`src/scs_defs.svh`:
```
// constants of the smart card clock and status block
// Overview of operation
// gsm off: mode 00 leaves clock pin to port, 01 drives bit clock.
// software never sets clock mode high bit while gsm select is off.
// gsm on: 00 holds pin low, 10 holds high, low bit set outputs clock.
// transfer clock always comes from the internal generator, never from outside.
// control bits 3 and 2 have no effect on the port.
// card driving error level low during transmit sets status bit 4.
// error flag clears by writing 0 after reading 1, or by reset/standby.
// turning transmit enable off leaves the error flag unchanged.
// no framing error check; status bit 4 only reports the error signal.
// status bits 7 to 3 take only a written 0, which clears; 1 ignored.
// transmit end clears when buffer-empty flag is written 0 after reading 1.
// transmit end sets while transmit enable and error flag are both 0.
// gsm off: transmit end sets 2.5 etu after a clean character.
// gsm on: transmit end sets 1.0 etu after a clean character.
// transmit end reads 1 when done; reset and standby set it to 1.
// etu delays count bit times at the programmed rate.
// gsm select lives in mode register bit 7.
// output clock runs at 372 times the bit rate.
`ifndef SCS_DEFS_SVH
`define SCS_DEFS_SVH
`define SCS_ADDR_W 6
`define SCS_OFF_MODE 6'h00
`define SCS_OFF_RATE 6'h04
`define SCS_OFF_CTRL 6'h08
`define SCS_OFF_TDATA 6'h0c
`define SCS_OFF_STAT 6'h10
`define SCS_OFF_IRQ_STAT 6'h20
`define SCS_OFF_IRQ_MASK 6'h24
`define SCS_RST_MODE 8'h00
`define SCS_RST_RATE 8'hff
`define SCS_RST_CTRL 8'h00
`define SCS_RST_TDATA 8'hff
`define SCS_MODE_GSM 7
`define SCS_MODE_ODD 4
`define SCS_CTRL_TE 5
`define SCS_CTRL_CLOCK_PIN_MODE_HI 1
`define SCS_CTRL_CLOCK_PIN_MODE_LO 0
`define SCS_CTRL_MASK 8'hf3
`define SCS_ST_TX_BUFFER_EMPTY_FLAG 7
`define SCS_ST_ERS 4
`define SCS_ST_TRANSMIT_END_FLAG 2
`define SCS_IRQ_ERS 0
`define SCS_IRQ_TRANSMIT_END_FLAG 1
`define SCS_ETU_SCK 9'd372
`define SCS_HALF_ETU_LAST 8'd185
`define SCS_HALF_FRAME_END 5'd20
// elapsed half etus from the start edge; the tick that ends half etu n sees hcnt at n - 1
`define SCS_HALF_ERR_SAMPLE 5'd22
`define SCS_HALF_TRANSMIT_END_FLAG_NORMAL 5'd25
`define SCS_HALF_TRANSMIT_END_FLAG_GSM 5'd22
`endif

```
`src/scs_pkg.sv`:
```
// types of the smart card clock and status block
`include "scs_defs.svh"
package scs_pkg;
  typedef enum logic [1:0] {scs_idle, scs_send, scs_guard} scs_tx_state_type;
  typedef struct packed {
    logic out;
    logic oe;
  } scs_pin_type;
  typedef struct packed {
    logic [`SCS_ADDR_W-1:0] addr;
    logic [7:0] wdata;
    logic wr;
    logic rd;
  } scs_bus_type;
endpackage : scs_pkg

```
`src/scs_smart_card.sv`:
```
// smart card clock pin control, transmit engine and status flags
//
// Design decisions made here: the placing of the registers and the address-and-strobe port.
`timescale 1ns/1ps
`include "scs_defs.svh"
module scs_smart_card
  import scs_pkg::*;
(
  // clock and reset
  input wire logic clock,
  input wire logic resetn,
  input wire logic standby,
  // register port
  input wire scs_bus_type bus,
  output logic [7:0] rd_data,
  // interrupt
  output logic irq,
  // serial clock pin
  output scs_pin_type sck_pin,
  // shared data line
  input wire logic data_in,
  output scs_pin_type data_pin
);
  logic [7:0] mode_reg;
  logic [7:0] rate_reg;
  logic [7:0] serial_control;
  logic [7:0] tdata;
  logic tx_buffer_empty_flag;
  logic error_signal_flag;
  logic transmit_end_flag;
  logic [7:0] irq_status;
  logic [7:0] irq_mask;
  logic arm_tx_buffer_empty_flag;
  logic arm_ers;
  logic data_meta;
  logic data_sync;
  logic [15:0] half_cnt;
  logic [15:0] half_limit;
  logic sck_phase;
  logic [7:0] etu_half_cnt;
  logic half_tick;
  logic [4:0] hcnt;
  logic [9:0] frame;
  scs_tx_state_type tx_state;
  logic [7:0] stat_view;
  logic gsm_select;
  logic transmit_enable;
  logic clock_pin_mode_hi;
  logic clock_pin_mode_lo;
  logic wr_stat;
  logic tx_buffer_empty_flag_clear;
  logic ers_clear;
  logic ers_set;
  logic transmit_end_flag_set;
  logic transmit_end_flag_prev;
  logic tx_start;
  logic sck_rise;

  assign gsm_select = mode_reg[`SCS_MODE_GSM];
  assign transmit_enable = serial_control[`SCS_CTRL_TE];
  assign clock_pin_mode_hi = serial_control[`SCS_CTRL_CLOCK_PIN_MODE_HI];
  assign clock_pin_mode_lo = serial_control[`SCS_CTRL_CLOCK_PIN_MODE_LO];
  assign wr_stat = bus.wr && (bus.addr == `SCS_OFF_STAT);
  // flags only clear on a written 0 after a read of 1; a written 1 is ignored
  assign tx_buffer_empty_flag_clear = wr_stat && arm_tx_buffer_empty_flag && !bus.wdata[`SCS_ST_TX_BUFFER_EMPTY_FLAG];
  assign ers_clear = wr_stat && arm_ers && !bus.wdata[`SCS_ST_ERS];
  // sampled line low at the error point means the card flagged parity
  assign ers_set = (tx_state == scs_send) && half_tick
                   && (hcnt + 5'd1 == `SCS_HALF_ERR_SAMPLE) && !data_sync;
  assign tx_start = (tx_state == scs_idle) && transmit_enable && !tx_buffer_empty_flag
                    && half_tick;
  assign sck_rise = (half_cnt == half_limit) && !sck_phase;

  // status view; receive flags are not produced here and read 0
  always_comb begin
    stat_view = 8'h00;
    stat_view[`SCS_ST_TX_BUFFER_EMPTY_FLAG] = tx_buffer_empty_flag;
    stat_view[`SCS_ST_ERS] = error_signal_flag;
    stat_view[`SCS_ST_TRANSMIT_END_FLAG] = transmit_end_flag;
  end

  // transmit end set conditions, evaluated every cycle
  always_comb begin
    transmit_end_flag_set = !transmit_enable && !error_signal_flag && !ers_set;
    if ((tx_state == scs_send) && half_tick && tx_buffer_empty_flag
        && !error_signal_flag && !ers_set) begin
      if (gsm_select && hcnt + 5'd1 == `SCS_HALF_TRANSMIT_END_FLAG_GSM)
        transmit_end_flag_set = 1'b1;
      else if (!gsm_select && hcnt + 5'd1 == `SCS_HALF_TRANSMIT_END_FLAG_NORMAL)
        transmit_end_flag_set = 1'b1;
    end
  end

  // data line synchroniser
  always_ff @(posedge clock or negedge resetn) begin
    if (!resetn) begin
      data_meta <= 1'b1;
      data_sync <= 1'b1;
    end else begin
      data_meta <= data_in;
      data_sync <= data_meta;
    end
  end

  // software registers; control bits 3:2 are dropped on write
  always_ff @(posedge clock or negedge resetn) begin
    if (!resetn) begin
      mode_reg <= `SCS_RST_MODE;
      rate_reg <= `SCS_RST_RATE;
      serial_control <= `SCS_RST_CTRL;
      tdata <= `SCS_RST_TDATA;
      irq_mask <= 8'h00;
    end else if (standby) begin
      mode_reg <= `SCS_RST_MODE;
      rate_reg <= `SCS_RST_RATE;
      serial_control <= `SCS_RST_CTRL;
      tdata <= `SCS_RST_TDATA;
      irq_mask <= 8'h00;
    end else if (bus.wr) begin
      case (bus.addr)
        `SCS_OFF_MODE: mode_reg <= bus.wdata;
        `SCS_OFF_RATE: rate_reg <= bus.wdata;
        `SCS_OFF_CTRL: serial_control <= bus.wdata & `SCS_CTRL_MASK;
        `SCS_OFF_TDATA: tdata <= bus.wdata;
        `SCS_OFF_IRQ_MASK: irq_mask <= bus.wdata;
        default: ;
      endcase
    end
  end

  // read arming of the clear-by-zero flags
  always_ff @(posedge clock or negedge resetn) begin
    if (!resetn) begin
      arm_tx_buffer_empty_flag <= 1'b0;
      arm_ers <= 1'b0;
    end else if (standby) begin
      arm_tx_buffer_empty_flag <= 1'b0;
      arm_ers <= 1'b0;
    end else if (bus.rd && bus.addr == `SCS_OFF_STAT) begin
      arm_tx_buffer_empty_flag <= tx_buffer_empty_flag;
      arm_ers <= error_signal_flag;
    end else begin
      if (tx_buffer_empty_flag_clear)
        arm_tx_buffer_empty_flag <= 1'b0;
      if (ers_clear)
        arm_ers <= 1'b0;
    end
  end

  // buffer empty: hardware set on load wins over a software clear
  always_ff @(posedge clock or negedge resetn) begin
    if (!resetn)
      tx_buffer_empty_flag <= 1'b1;
    else if (standby)
      tx_buffer_empty_flag <= 1'b1;
    else if (tx_start)
      tx_buffer_empty_flag <= 1'b1;
    else if (tx_buffer_empty_flag_clear)
      tx_buffer_empty_flag <= 1'b0;
  end

  // error flag; te is not looked at, so clearing te keeps it
  always_ff @(posedge clock or negedge resetn) begin
    if (!resetn)
      error_signal_flag <= 1'b0;
    else if (standby)
      error_signal_flag <= 1'b0;
    else if (ers_set)
      error_signal_flag <= 1'b1;
    else if (ers_clear)
      error_signal_flag <= 1'b0;
  end

  // transmit end flag; set beats the clear in the same cycle
  always_ff @(posedge clock or negedge resetn) begin
    if (!resetn)
      transmit_end_flag <= 1'b1;
    else if (standby)
      transmit_end_flag <= 1'b1;
    else if (transmit_end_flag_set)
      transmit_end_flag <= 1'b1;
    else if (tx_buffer_empty_flag_clear)
      transmit_end_flag <= 1'b0;
  end

  // bit clock from the rate register and mode register bits 1:0 only; no outside clock is used
  always_comb begin
    half_limit = 16'(((17'(rate_reg) + 17'd1) << (2 * mode_reg[1:0])) - 17'd1);
  end

  always_ff @(posedge clock or negedge resetn) begin
    if (!resetn) begin
      half_cnt <= 16'h0000;
      sck_phase <= 1'b0;
    end else if (standby) begin
      half_cnt <= 16'h0000;
      sck_phase <= 1'b0;
    end else if (half_cnt >= half_limit) begin
      half_cnt <= 16'h0000;
      sck_phase <= !sck_phase;
    end else begin
      half_cnt <= half_cnt + 16'h0001;
    end
  end

  // 186 clock periods make half an etu, so 372 make one bit
  always_ff @(posedge clock or negedge resetn) begin
    if (!resetn) begin
      etu_half_cnt <= 8'h00;
      half_tick <= 1'b0;
    end else if (standby) begin
      etu_half_cnt <= 8'h00;
      half_tick <= 1'b0;
    end else begin
      half_tick <= 1'b0;
      if (sck_rise) begin
        if (etu_half_cnt == `SCS_HALF_ETU_LAST) begin
          etu_half_cnt <= 8'h00;
          half_tick <= 1'b1;
        end else begin
          etu_half_cnt <= etu_half_cnt + 8'h01;
        end
      end
    end
  end

  // transmit engine: start, 8 data, parity, then guard and error sampling
  always_ff @(posedge clock or negedge resetn) begin
    if (!resetn) begin
      tx_state <= scs_idle;
      hcnt <= 5'd0;
      frame <= 10'h3ff;
    end else if (standby) begin
      tx_state <= scs_idle;
      hcnt <= 5'd0;
      frame <= 10'h3ff;
    end else begin
      case (tx_state)
        scs_idle: begin
          hcnt <= 5'd0;
          if (tx_start) begin
            frame <= {^tdata ^ mode_reg[`SCS_MODE_ODD], tdata, 1'b0};
            tx_state <= scs_send;
          end
        end
        scs_send: begin
          if (half_tick) begin
            hcnt <= hcnt + 5'd1;
            if (hcnt[0] && hcnt < `SCS_HALF_FRAME_END)
              frame <= {1'b1, frame[9:1]};
            if (ers_set || transmit_end_flag_set || hcnt + 5'd1 == `SCS_HALF_TRANSMIT_END_FLAG_NORMAL)
              tx_state <= scs_guard;
          end
        end
        scs_guard: begin
          // a short pause before the next character may start
          if (half_tick)
            tx_state <= scs_idle;
        end
        default: tx_state <= scs_idle;
      endcase
    end
  end

  // open drain data line: driven only while a zero is sent
  always_ff @(posedge clock or negedge resetn) begin
    if (!resetn)
      data_pin <= '{out: 1'b0, oe: 1'b0};
    else
      data_pin <= '{out: 1'b0,
                    oe: (tx_state == scs_send) && (hcnt < `SCS_HALF_FRAME_END) && !frame[0]};
  end

  // clock pin decode; the forbidden gsm-off 1x settings fall back to port
  always_ff @(posedge clock or negedge resetn) begin
    if (!resetn) begin
      sck_pin <= '{out: 1'b0, oe: 1'b0};
    end else if (!gsm_select) begin
      if (!clock_pin_mode_hi && clock_pin_mode_lo)
        sck_pin <= '{out: sck_phase, oe: 1'b1};
      else
        sck_pin <= '{out: 1'b0, oe: 1'b0};
    end else if (clock_pin_mode_lo) begin
      sck_pin <= '{out: sck_phase, oe: 1'b1};
    end else begin
      sck_pin <= '{out: clock_pin_mode_hi, oe: 1'b1};
    end
  end

  // interrupt sources: error flag set and transmit end rising
  always_ff @(posedge clock or negedge resetn) begin
    if (!resetn) begin
      irq_status <= 8'h00;
      transmit_end_flag_prev <= 1'b1;
    end else if (standby) begin
      irq_status <= 8'h00;
      transmit_end_flag_prev <= 1'b1;
    end else begin
      transmit_end_flag_prev <= transmit_end_flag;
      for (int i = 0; i < 8; i++) begin
        if ((i == `SCS_IRQ_ERS && ers_set)
            || (i == `SCS_IRQ_TRANSMIT_END_FLAG && transmit_end_flag && !transmit_end_flag_prev))
          irq_status[i] <= 1'b1;
        else if (bus.wr && bus.addr == `SCS_OFF_IRQ_STAT && bus.wdata[i])
          irq_status[i] <= 1'b0;
      end
    end
  end

  always_ff @(posedge clock or negedge resetn) begin
    if (!resetn)
      irq <= 1'b0;
    else
      irq <= |(irq_status & irq_mask);
  end

  // read data one cycle after the strobe; unmapped reads return zero
  always_ff @(posedge clock or negedge resetn) begin
    if (!resetn) begin
      rd_data <= 8'h00;
    end else if (bus.rd) begin
      case (bus.addr)
        `SCS_OFF_MODE: rd_data <= mode_reg;
        `SCS_OFF_RATE: rd_data <= rate_reg;
        `SCS_OFF_CTRL: rd_data <= serial_control;
        `SCS_OFF_TDATA: rd_data <= tdata;
        `SCS_OFF_STAT: rd_data <= stat_view;
        `SCS_OFF_IRQ_STAT: rd_data <= irq_status;
        `SCS_OFF_IRQ_MASK: rd_data <= irq_mask;
        default: rd_data <= 8'h00;
      endcase
    end else begin
      rd_data <= 8'h00;
    end
  end
endmodule : scs_smart_card

```
`config.mk`:
```
export PLATFORM = sky130hd
export DESIGN_NAME = scs_smart_card
export DESIGN_NICKNAME = d
export VERILOG_FILES = /design/src/scs_pkg.sv /design/src/scs_smart_card.sv
export VERILOG_INCLUDE_DIRS = /design/src /design/src/src
export SDC_FILE = /design/constraint.sdc
export NUM_CORES = 1
export LEC_CHECK = 0
export BUFFER_PORTS_ARGS = -buffer_cell sky130_fd_sc_hd__buf_2
export CAP_MARGIN = 20
export CELL_PAD_IN_SITES_DETAIL_PLACEMENT = 0
export CELL_PAD_IN_SITES_GLOBAL_PLACEMENT = 1
export CORE_UTILIZATION = 40
export DETAILED_ROUTE_END_ITERATION = 8
export PLACE_DENSITY = 0.78
export SLEW_MARGIN = 15
export SYNTH_ARGS = -nofsm -noshare
export SYNTH_HDL_FRONTEND = slang
export SYNTH_SLANG_ARGS = --single-unit
```
`constraint.sdc`:
```
create_clock -name clock -period 8.4 [get_ports clock]
set_input_delay 1.68 -clock clock [delete_from_list [all_inputs] [get_ports clock]]
set_output_delay 1.68 -clock clock [all_outputs]
set_load 0.005 [all_outputs]
```
# Yosys cells after proc, flatten, opt, wreduce, memory -nomap -nowiden
# Cells that the tools add are included.
[totals]
elab_cells = 213
output_inout_bits = 13
regBits = 111
input_bits = 20
[classes]
eq_ne = 17
shift = 1
addsub = 5
reduce_logical = 82
n_bitwise = 2
mux = 71
magnitude_cmp = 2
[ops]
columns = ["cell", "count"]
rows = [
  ["2-to-1 mux 8 bit", 20],
  ["one-hot mux 8 bit (7 select lines)", 1],
  ["2-to-1 mux 10 bit", 4],
  ["logical AND 1 bit", 34],
  ["2-to-1 mux 16 bit", 2],
  ["2-to-1 mux 1 bit", 31],
  ["nonzero test 2 bit", 14],
  ["nonzero test 3 bit", 8],
  ["one-hot mux 10 bit (2 select lines)", 1],
  ["adder 16 x 1 -> 16 bit, second input constant", 1],
  ["equality test 16 bit", 1],
  ["greater-or-equal comparator 16 bit", 1],
  ["2-to-1 mux 2 bit", 8],
  ["left shift 9 x 3 -> 16 bit", 1],
  ["subtractor 16 x 1 -> 16 bit, second input constant", 1],
  ["!= test 3 bit, second input constant", 5],
  ["equality test 6 x 4 -> 1 bit, second input constant", 2],
  ["equality test 6 bit, second input constant", 2],
  ["logical NOT 1 bit", 12],
  ["AND reduction 2 bit", 6],
  ["equality test 5 bit, second input constant", 2],
  ["2-to-1 mux 5 bit", 2],
  ["one-hot mux 5 bit (2 select lines)", 1],
  ["adder 8 x 1 -> 9 bit, second input constant", 1],
  ["17 further kinds", 19],
]

# Depth between registers and ports, before layout
[logic_depth]
word_depth = 15
ltp_mapped = 19
ltp_nobuf = 15

# Worst setup path after synthesis
# Ideal clock, no wire load.
[synth_timing]
kind = "register -> register"
startpoint = "register rate_reg[1]"
endpoint = "register etu_half_cnt[4]"
arrival_ns = 3.670
path_slack_ns = 4.594
path_stages_with_launch = 18
setup_time_ns = 0.136
cell_sequence = "dfstp_2 ha_1 buf_6 and3_4 and3_4 buf_8 o22ai_4 a221oi_2 nand2_1 nor4_2 mux2_1 ha_1 nand4_1 nor4_1 nand2_1 clkbuf_1 o21ai_0 a21oi_1"
[synth_between]
elab_chain_cells = 6
[synth_lines]
columns = ["item", "line_no", "rtl"]
rows = [
  ["start, declared", "scs_smart_card.sv:25", "logic [7:0] rate_reg;"],
  ["start signal, assigned", "scs_smart_card.sv:109", "rate_reg <= `SCS_RST_RATE;"],
  ["start signal, assigned", "scs_smart_card.sv:115", "rate_reg <= `SCS_RST_RATE;"],
  ["start signal, assigned", "scs_smart_card.sv:122", "`SCS_OFF_RATE: rate_reg <= bus.wdata;"],
  ["adder 8 x 1 -> 9 bit", "scs_smart_card.sv:188", "half_limit = 16'(((17'(rate_reg) + 17'd1) << (2 * mode_reg[1:0])) - 17'd1);"],
  ["left shift 9 x 3 -> 16 bit", "scs_smart_card.sv:188", ""],
  ["subtractor 16 x 1 -> 16 bit", "scs_smart_card.sv:188", ""],
  ["equality test 16 bit", "scs_smart_card.sv:72", "assign sck_rise = (half_cnt == half_limit) && !sck_phase;"],
  ["logical AND 1 bit", "scs_smart_card.sv:72", ""],
  ["nonzero test 2 bit (no source line)", "-", ""],
  ["end signal, assigned", "scs_smart_card.sv:221", "etu_half_cnt <= etu_half_cnt + 8'h01;"],
  ["end, declared", "scs_smart_card.sv:40", "logic [7:0] etu_half_cnt;"],
]
# Every way passes these cells.
# A chain may end at the register's enable or synchronous reset.

# Final worst setup path
[layout_timing]
startpoint = "register rate_reg[0]"
endpoint = "register etu_half_cnt[7]"
# The elaborated chain is that of the path after synthesis.

==> flow_metrics.py <==
metrics = {
    "power_and_ir_drop": {
        "p_leak_nw": 3.06,
        "p_comb_share_pct": 8.4,
        "p_per_area_mw_per_mm2": 145,
        "switching_power_uw": 268,
        "ir_worst_vdd_mv": 0.105,
        "switching_share_pct": 26.1,
        "seqPwrFrac_pct": 49.6,
        "power_frac_clock_pct": 42.0,
        "p_int_uw": 759,
        "p_total_mw": 1.03,
    },
    "floorplanning": {
        "die_h_um": 130,
        "dieArea_mm2": 0.0169,
        "die_w_um": 130,
        "rows": 46,
        "core_mm2": 0.0159,
        "io_pins": 33,
        "initial_core_util_pct": 41.2,
    },
    "sta": {
        "setup_viol": 0,
        "post-route-min-period_ns": 4.56,
        "whs_ns": 0.360,
        "drv_slew": 0,
        "hold_viol": 0,
        "grt_setup_unrepaired": "false",
        "max_freq_mhz": 219,
        "fin_crit_sh_pct": 54.3,
        "fin_ws_ns": 3.84,
        "tightest_slew_ns": 0.818,
        "max-slew-margin-rel_pct": 45.4,
        "finClkSkew_ns": 0.0102,
        "tns_ns": 0,
    },
    "critical_path": {
        "rr_endpoint": "etu_half_cnt[7]",
        "reg2reg_slack_ns": 3.84,
        "crit_arrival_ns": 4.84,
        "crit_cells": 14,
        "r2r.worst_path.cells": 14,
        "cp_num_buf_inv": 0,
        "slowest_delay_ns": 0.67,
        "path_cells": "ha_1 -> and3_4 -> and3_4 -> o22ai_4 -> a221oi_2 -> nand2_1 -> nor4_2 -> mux2_1 -> ha_1 -> nand4_1 -> nor4_1 -> nand2_1 -> or3_1 -> a21oi_1",
        "worst-endpoint-required_ns": 8.68,
        "worstSetupPathType": "register to register",
        "cp_max_fo": 14,
        "slowest_stage": "dfstp_2",
        "crit_family": "simple AND/OR/NAND/NOR gates",
        "worstSetupStartpoint": "rate_reg[0]",
        "start_kind": "register",
        "r2r-start": "rate_reg[0]",
        "endpoint": "etu_half_cnt[7]",
        "cp-end-kind": "register",
    },
    "clock_network": {
        "cts_resized": 0,
        "cts_tree": "done",
        "cts_inserted_buffers": 9,
        "ctsHoldBuffers": 0,
        "postCtsSetupRepairBufs": 0,
        "cts_sinks": 103,
        "clk_pin_slew_ns": 0.07,
        "clock_path_buffers": 2,
        "cts_max_level": 3,
        "clock_latency_ns": 0.36,
        "cts-root-buf": "clkbuf_16",
    },
    "worst_hold_path": {
        "hp-class": "register to register",
    },
    "placed_design": {
        "port_buffers": 31,
        "place_ws_ns": 3.72,
        "place.gp.congestion": 0.806,
        "dpl.cell_count": 937,
        "placed_area_mm2": 0.00677,
        "dp_hpwl_um": 11200,
    },
    "logic_synthesis": {
        "ys_top_cells_by_count": "nor2_1, nand2_1, dfrtp_1",
        "synth_largest_area_cell": "dfrtp_1",
        "synth_cells": 735,
        "yosysWarnings": 0,
        "synth_compound_area_share_pct": 15.1,
        "syn_nets": 779,
        "synth-adder-area-share_pct": 4.58,
        "synthXorXnorAreaFrac_pct": 5.72,
        "synth_edf_count": 0,
        "synth_top_family_by_area": "simple AND/OR/NAND/NOR gates",
        "synth-seq-cells": 103,
        "muxShareOfSynthArea_pct": 4.35,
        "synth-simple-area-share_pct": 25.7,
        "seq_area_frac_synth_pct": 39.9,
        "synthTopCellsByArea": "dfrtp_1, dfstp_2, nor2_1, ha_1, a21oi_1",
        "synth.most_common_cell": "nor2_1",
        "dominantRegCellSynth": "dfrtp_1",
        "async_flop_share_pct": 100,
        "yosys.area.top_type_share_pct": 27.5,
        "syn_area_per_cell_um2": 8.93,
        "ys_types": 74,
        "syn-cell-area_mm2": 0.00656,
    },
    "final_layout": {
        "nNetsFinal": 777,
        "drive_gt1_share_pct": 15.0,
        "diodes": 0,
        "top_regs": "half_cnt x16, frame x10",
        "fin_util_pct": 44.5,
        "largest_register": "half_cnt",
        "largest_register_ffs": 16,
        "layoutNonFillerInstCount": 954,
        "area_delta_synth_final_pct": 8.08,
        "finish.instance_area_mm2": 0.00709,
    },
    "global_routing": {
        "grt_pass1_vias": 5071,
        "grt_use_total_pct": 19.7,
        "grt_pass1_wl_um": 26100,
        "grt_max_degree": 77,
        "grt_overflow": 0,
        "antenna_found_initial": 0,
    },
    "detailed_routing": {
        "via_count": 5328,
        "routed_wl_um": 15900,
        "via_per_inst": 5.58,
        "avgRoutedWirePerCell_um": 16.7,
        "dr.max_layer_used": "met4",
        "first_pass_iters": 5,
        "dr_wl_met2_um": 7650,
        "drt_drc_violations_left": 0,
        "wl_met3_um": 436,
        "postRouteAntennaNets": 0,
        "m1WireLength_um": 7540,
        "drtIter0Drc": 411,
    },
    "run_status": {
        "status": "complete, no violations",
    },
    "run": {
        "cap_violations": 0,
    },
}
## area by class of cell
cell class / instances / area [um^2]
multi-input cells: 569 / 3640
well taps: 216 / 270
inverters: 14 / 52.6
clock inverters: 6 / 58.8
fillers: 1595 / 8850
repair buffers: 36 / 203
clock buffers: 10 / 250
flip-flops and latches: 103 / 2620
## routing by layer
| layer | GRT usage [%] | up-vias |
|---|---|---|
| met5 | 0 | - |
| met1 | 27.3 | 2642 |
| met3 | 2.99 | 18 |
| li1 | - | 2592 |
| met2 | 31.4 | 76 |
| met4 | 6.63 | 0 |
## cells in the final DEF (no fill, tap or decap), types with 3 or more instances in the layout
cell type / netlist / routed
nand2_1: 74 / 74
o21ai_0: 20 / 20
and3_1: 17 / 17
a22o_1: 4 / 4
or3_1: 10 / 10
ha_1: 24 / 24
buf_2: 6 / 30
nand3b_1: 9 / 9
and2_1: 12 / 12
a211oi_1: 10 / 10
nor2_1: 90 / 90
nand3_1: 42 / 42
a222oi_1: 4 / 4
xor2_1: 17 / 17
xnor2_1: 24 / 24
inv_1: 14 / 14
nor3_1: 12 / 12
a31oi_1: 5 / 5
dfrtp_1: 72 / 72
o21ai_1: 3 / 3
nand4_1: 10 / 10
a22oi_1: 7 / 7
nand2b_1: 5 / 5
clkbuf_16: 0 / 10
nor3b_1: 5 / 5
a21o_1: 6 / 6
mux2i_1: 15 / 15
a21oi_1: 58 / 58
nor2b_1: 14 / 14
o211ai_1: 3 / 3
buf_4: 5 / 5
a211o_1: 8 / 8
dfstp_2: 31 / 31
mux2_2: 11 / 11
## worst min path at each step
stage	from	endpoint	cells after the start
6_report	data_meta	data_sync	0
5_1_grt	data_meta	data_sync	0
3_3_place_gp	data_meta	data_sync	0
3_5_place_dp	data_meta	data_sync	0
2_1_floorplan	data_meta	data_sync	0
4_1_cts	data_meta	data_sync	0
## power by group through the flow
| stage | Clock [mW] | Combinational (mW) | Sequential (mW) |
|---|---|---|---|
| after floorplan | 0 | 0.0574 | 0.515 |
| after global placement | 0 | 0.0852 | 0.518 |
| after detailed placement | 0 | 0.0870 | 0.518 |
| after CTS | 0.443 | 0.0875 | 0.509 |
| after global routing | 0.459 | 0.0972 | 0.510 |
| final | 0.431 | 0.0867 | 0.509 |
## kinds of logic after synthesis
| family | Yosys count |
|---|---|
| AND/OR/NAND/NOR | 327 |
| XOR/XNOR | 42 |
| AO/OA/AOI/OAI | 148 |
| adder cells (fa/ha/maj) | 24 |
| multiplexers | 27 |
| buffers and inverters | 63 |
| other | 1 |
| flip-flops | 103 |
(Power assumes the default switching activity.)
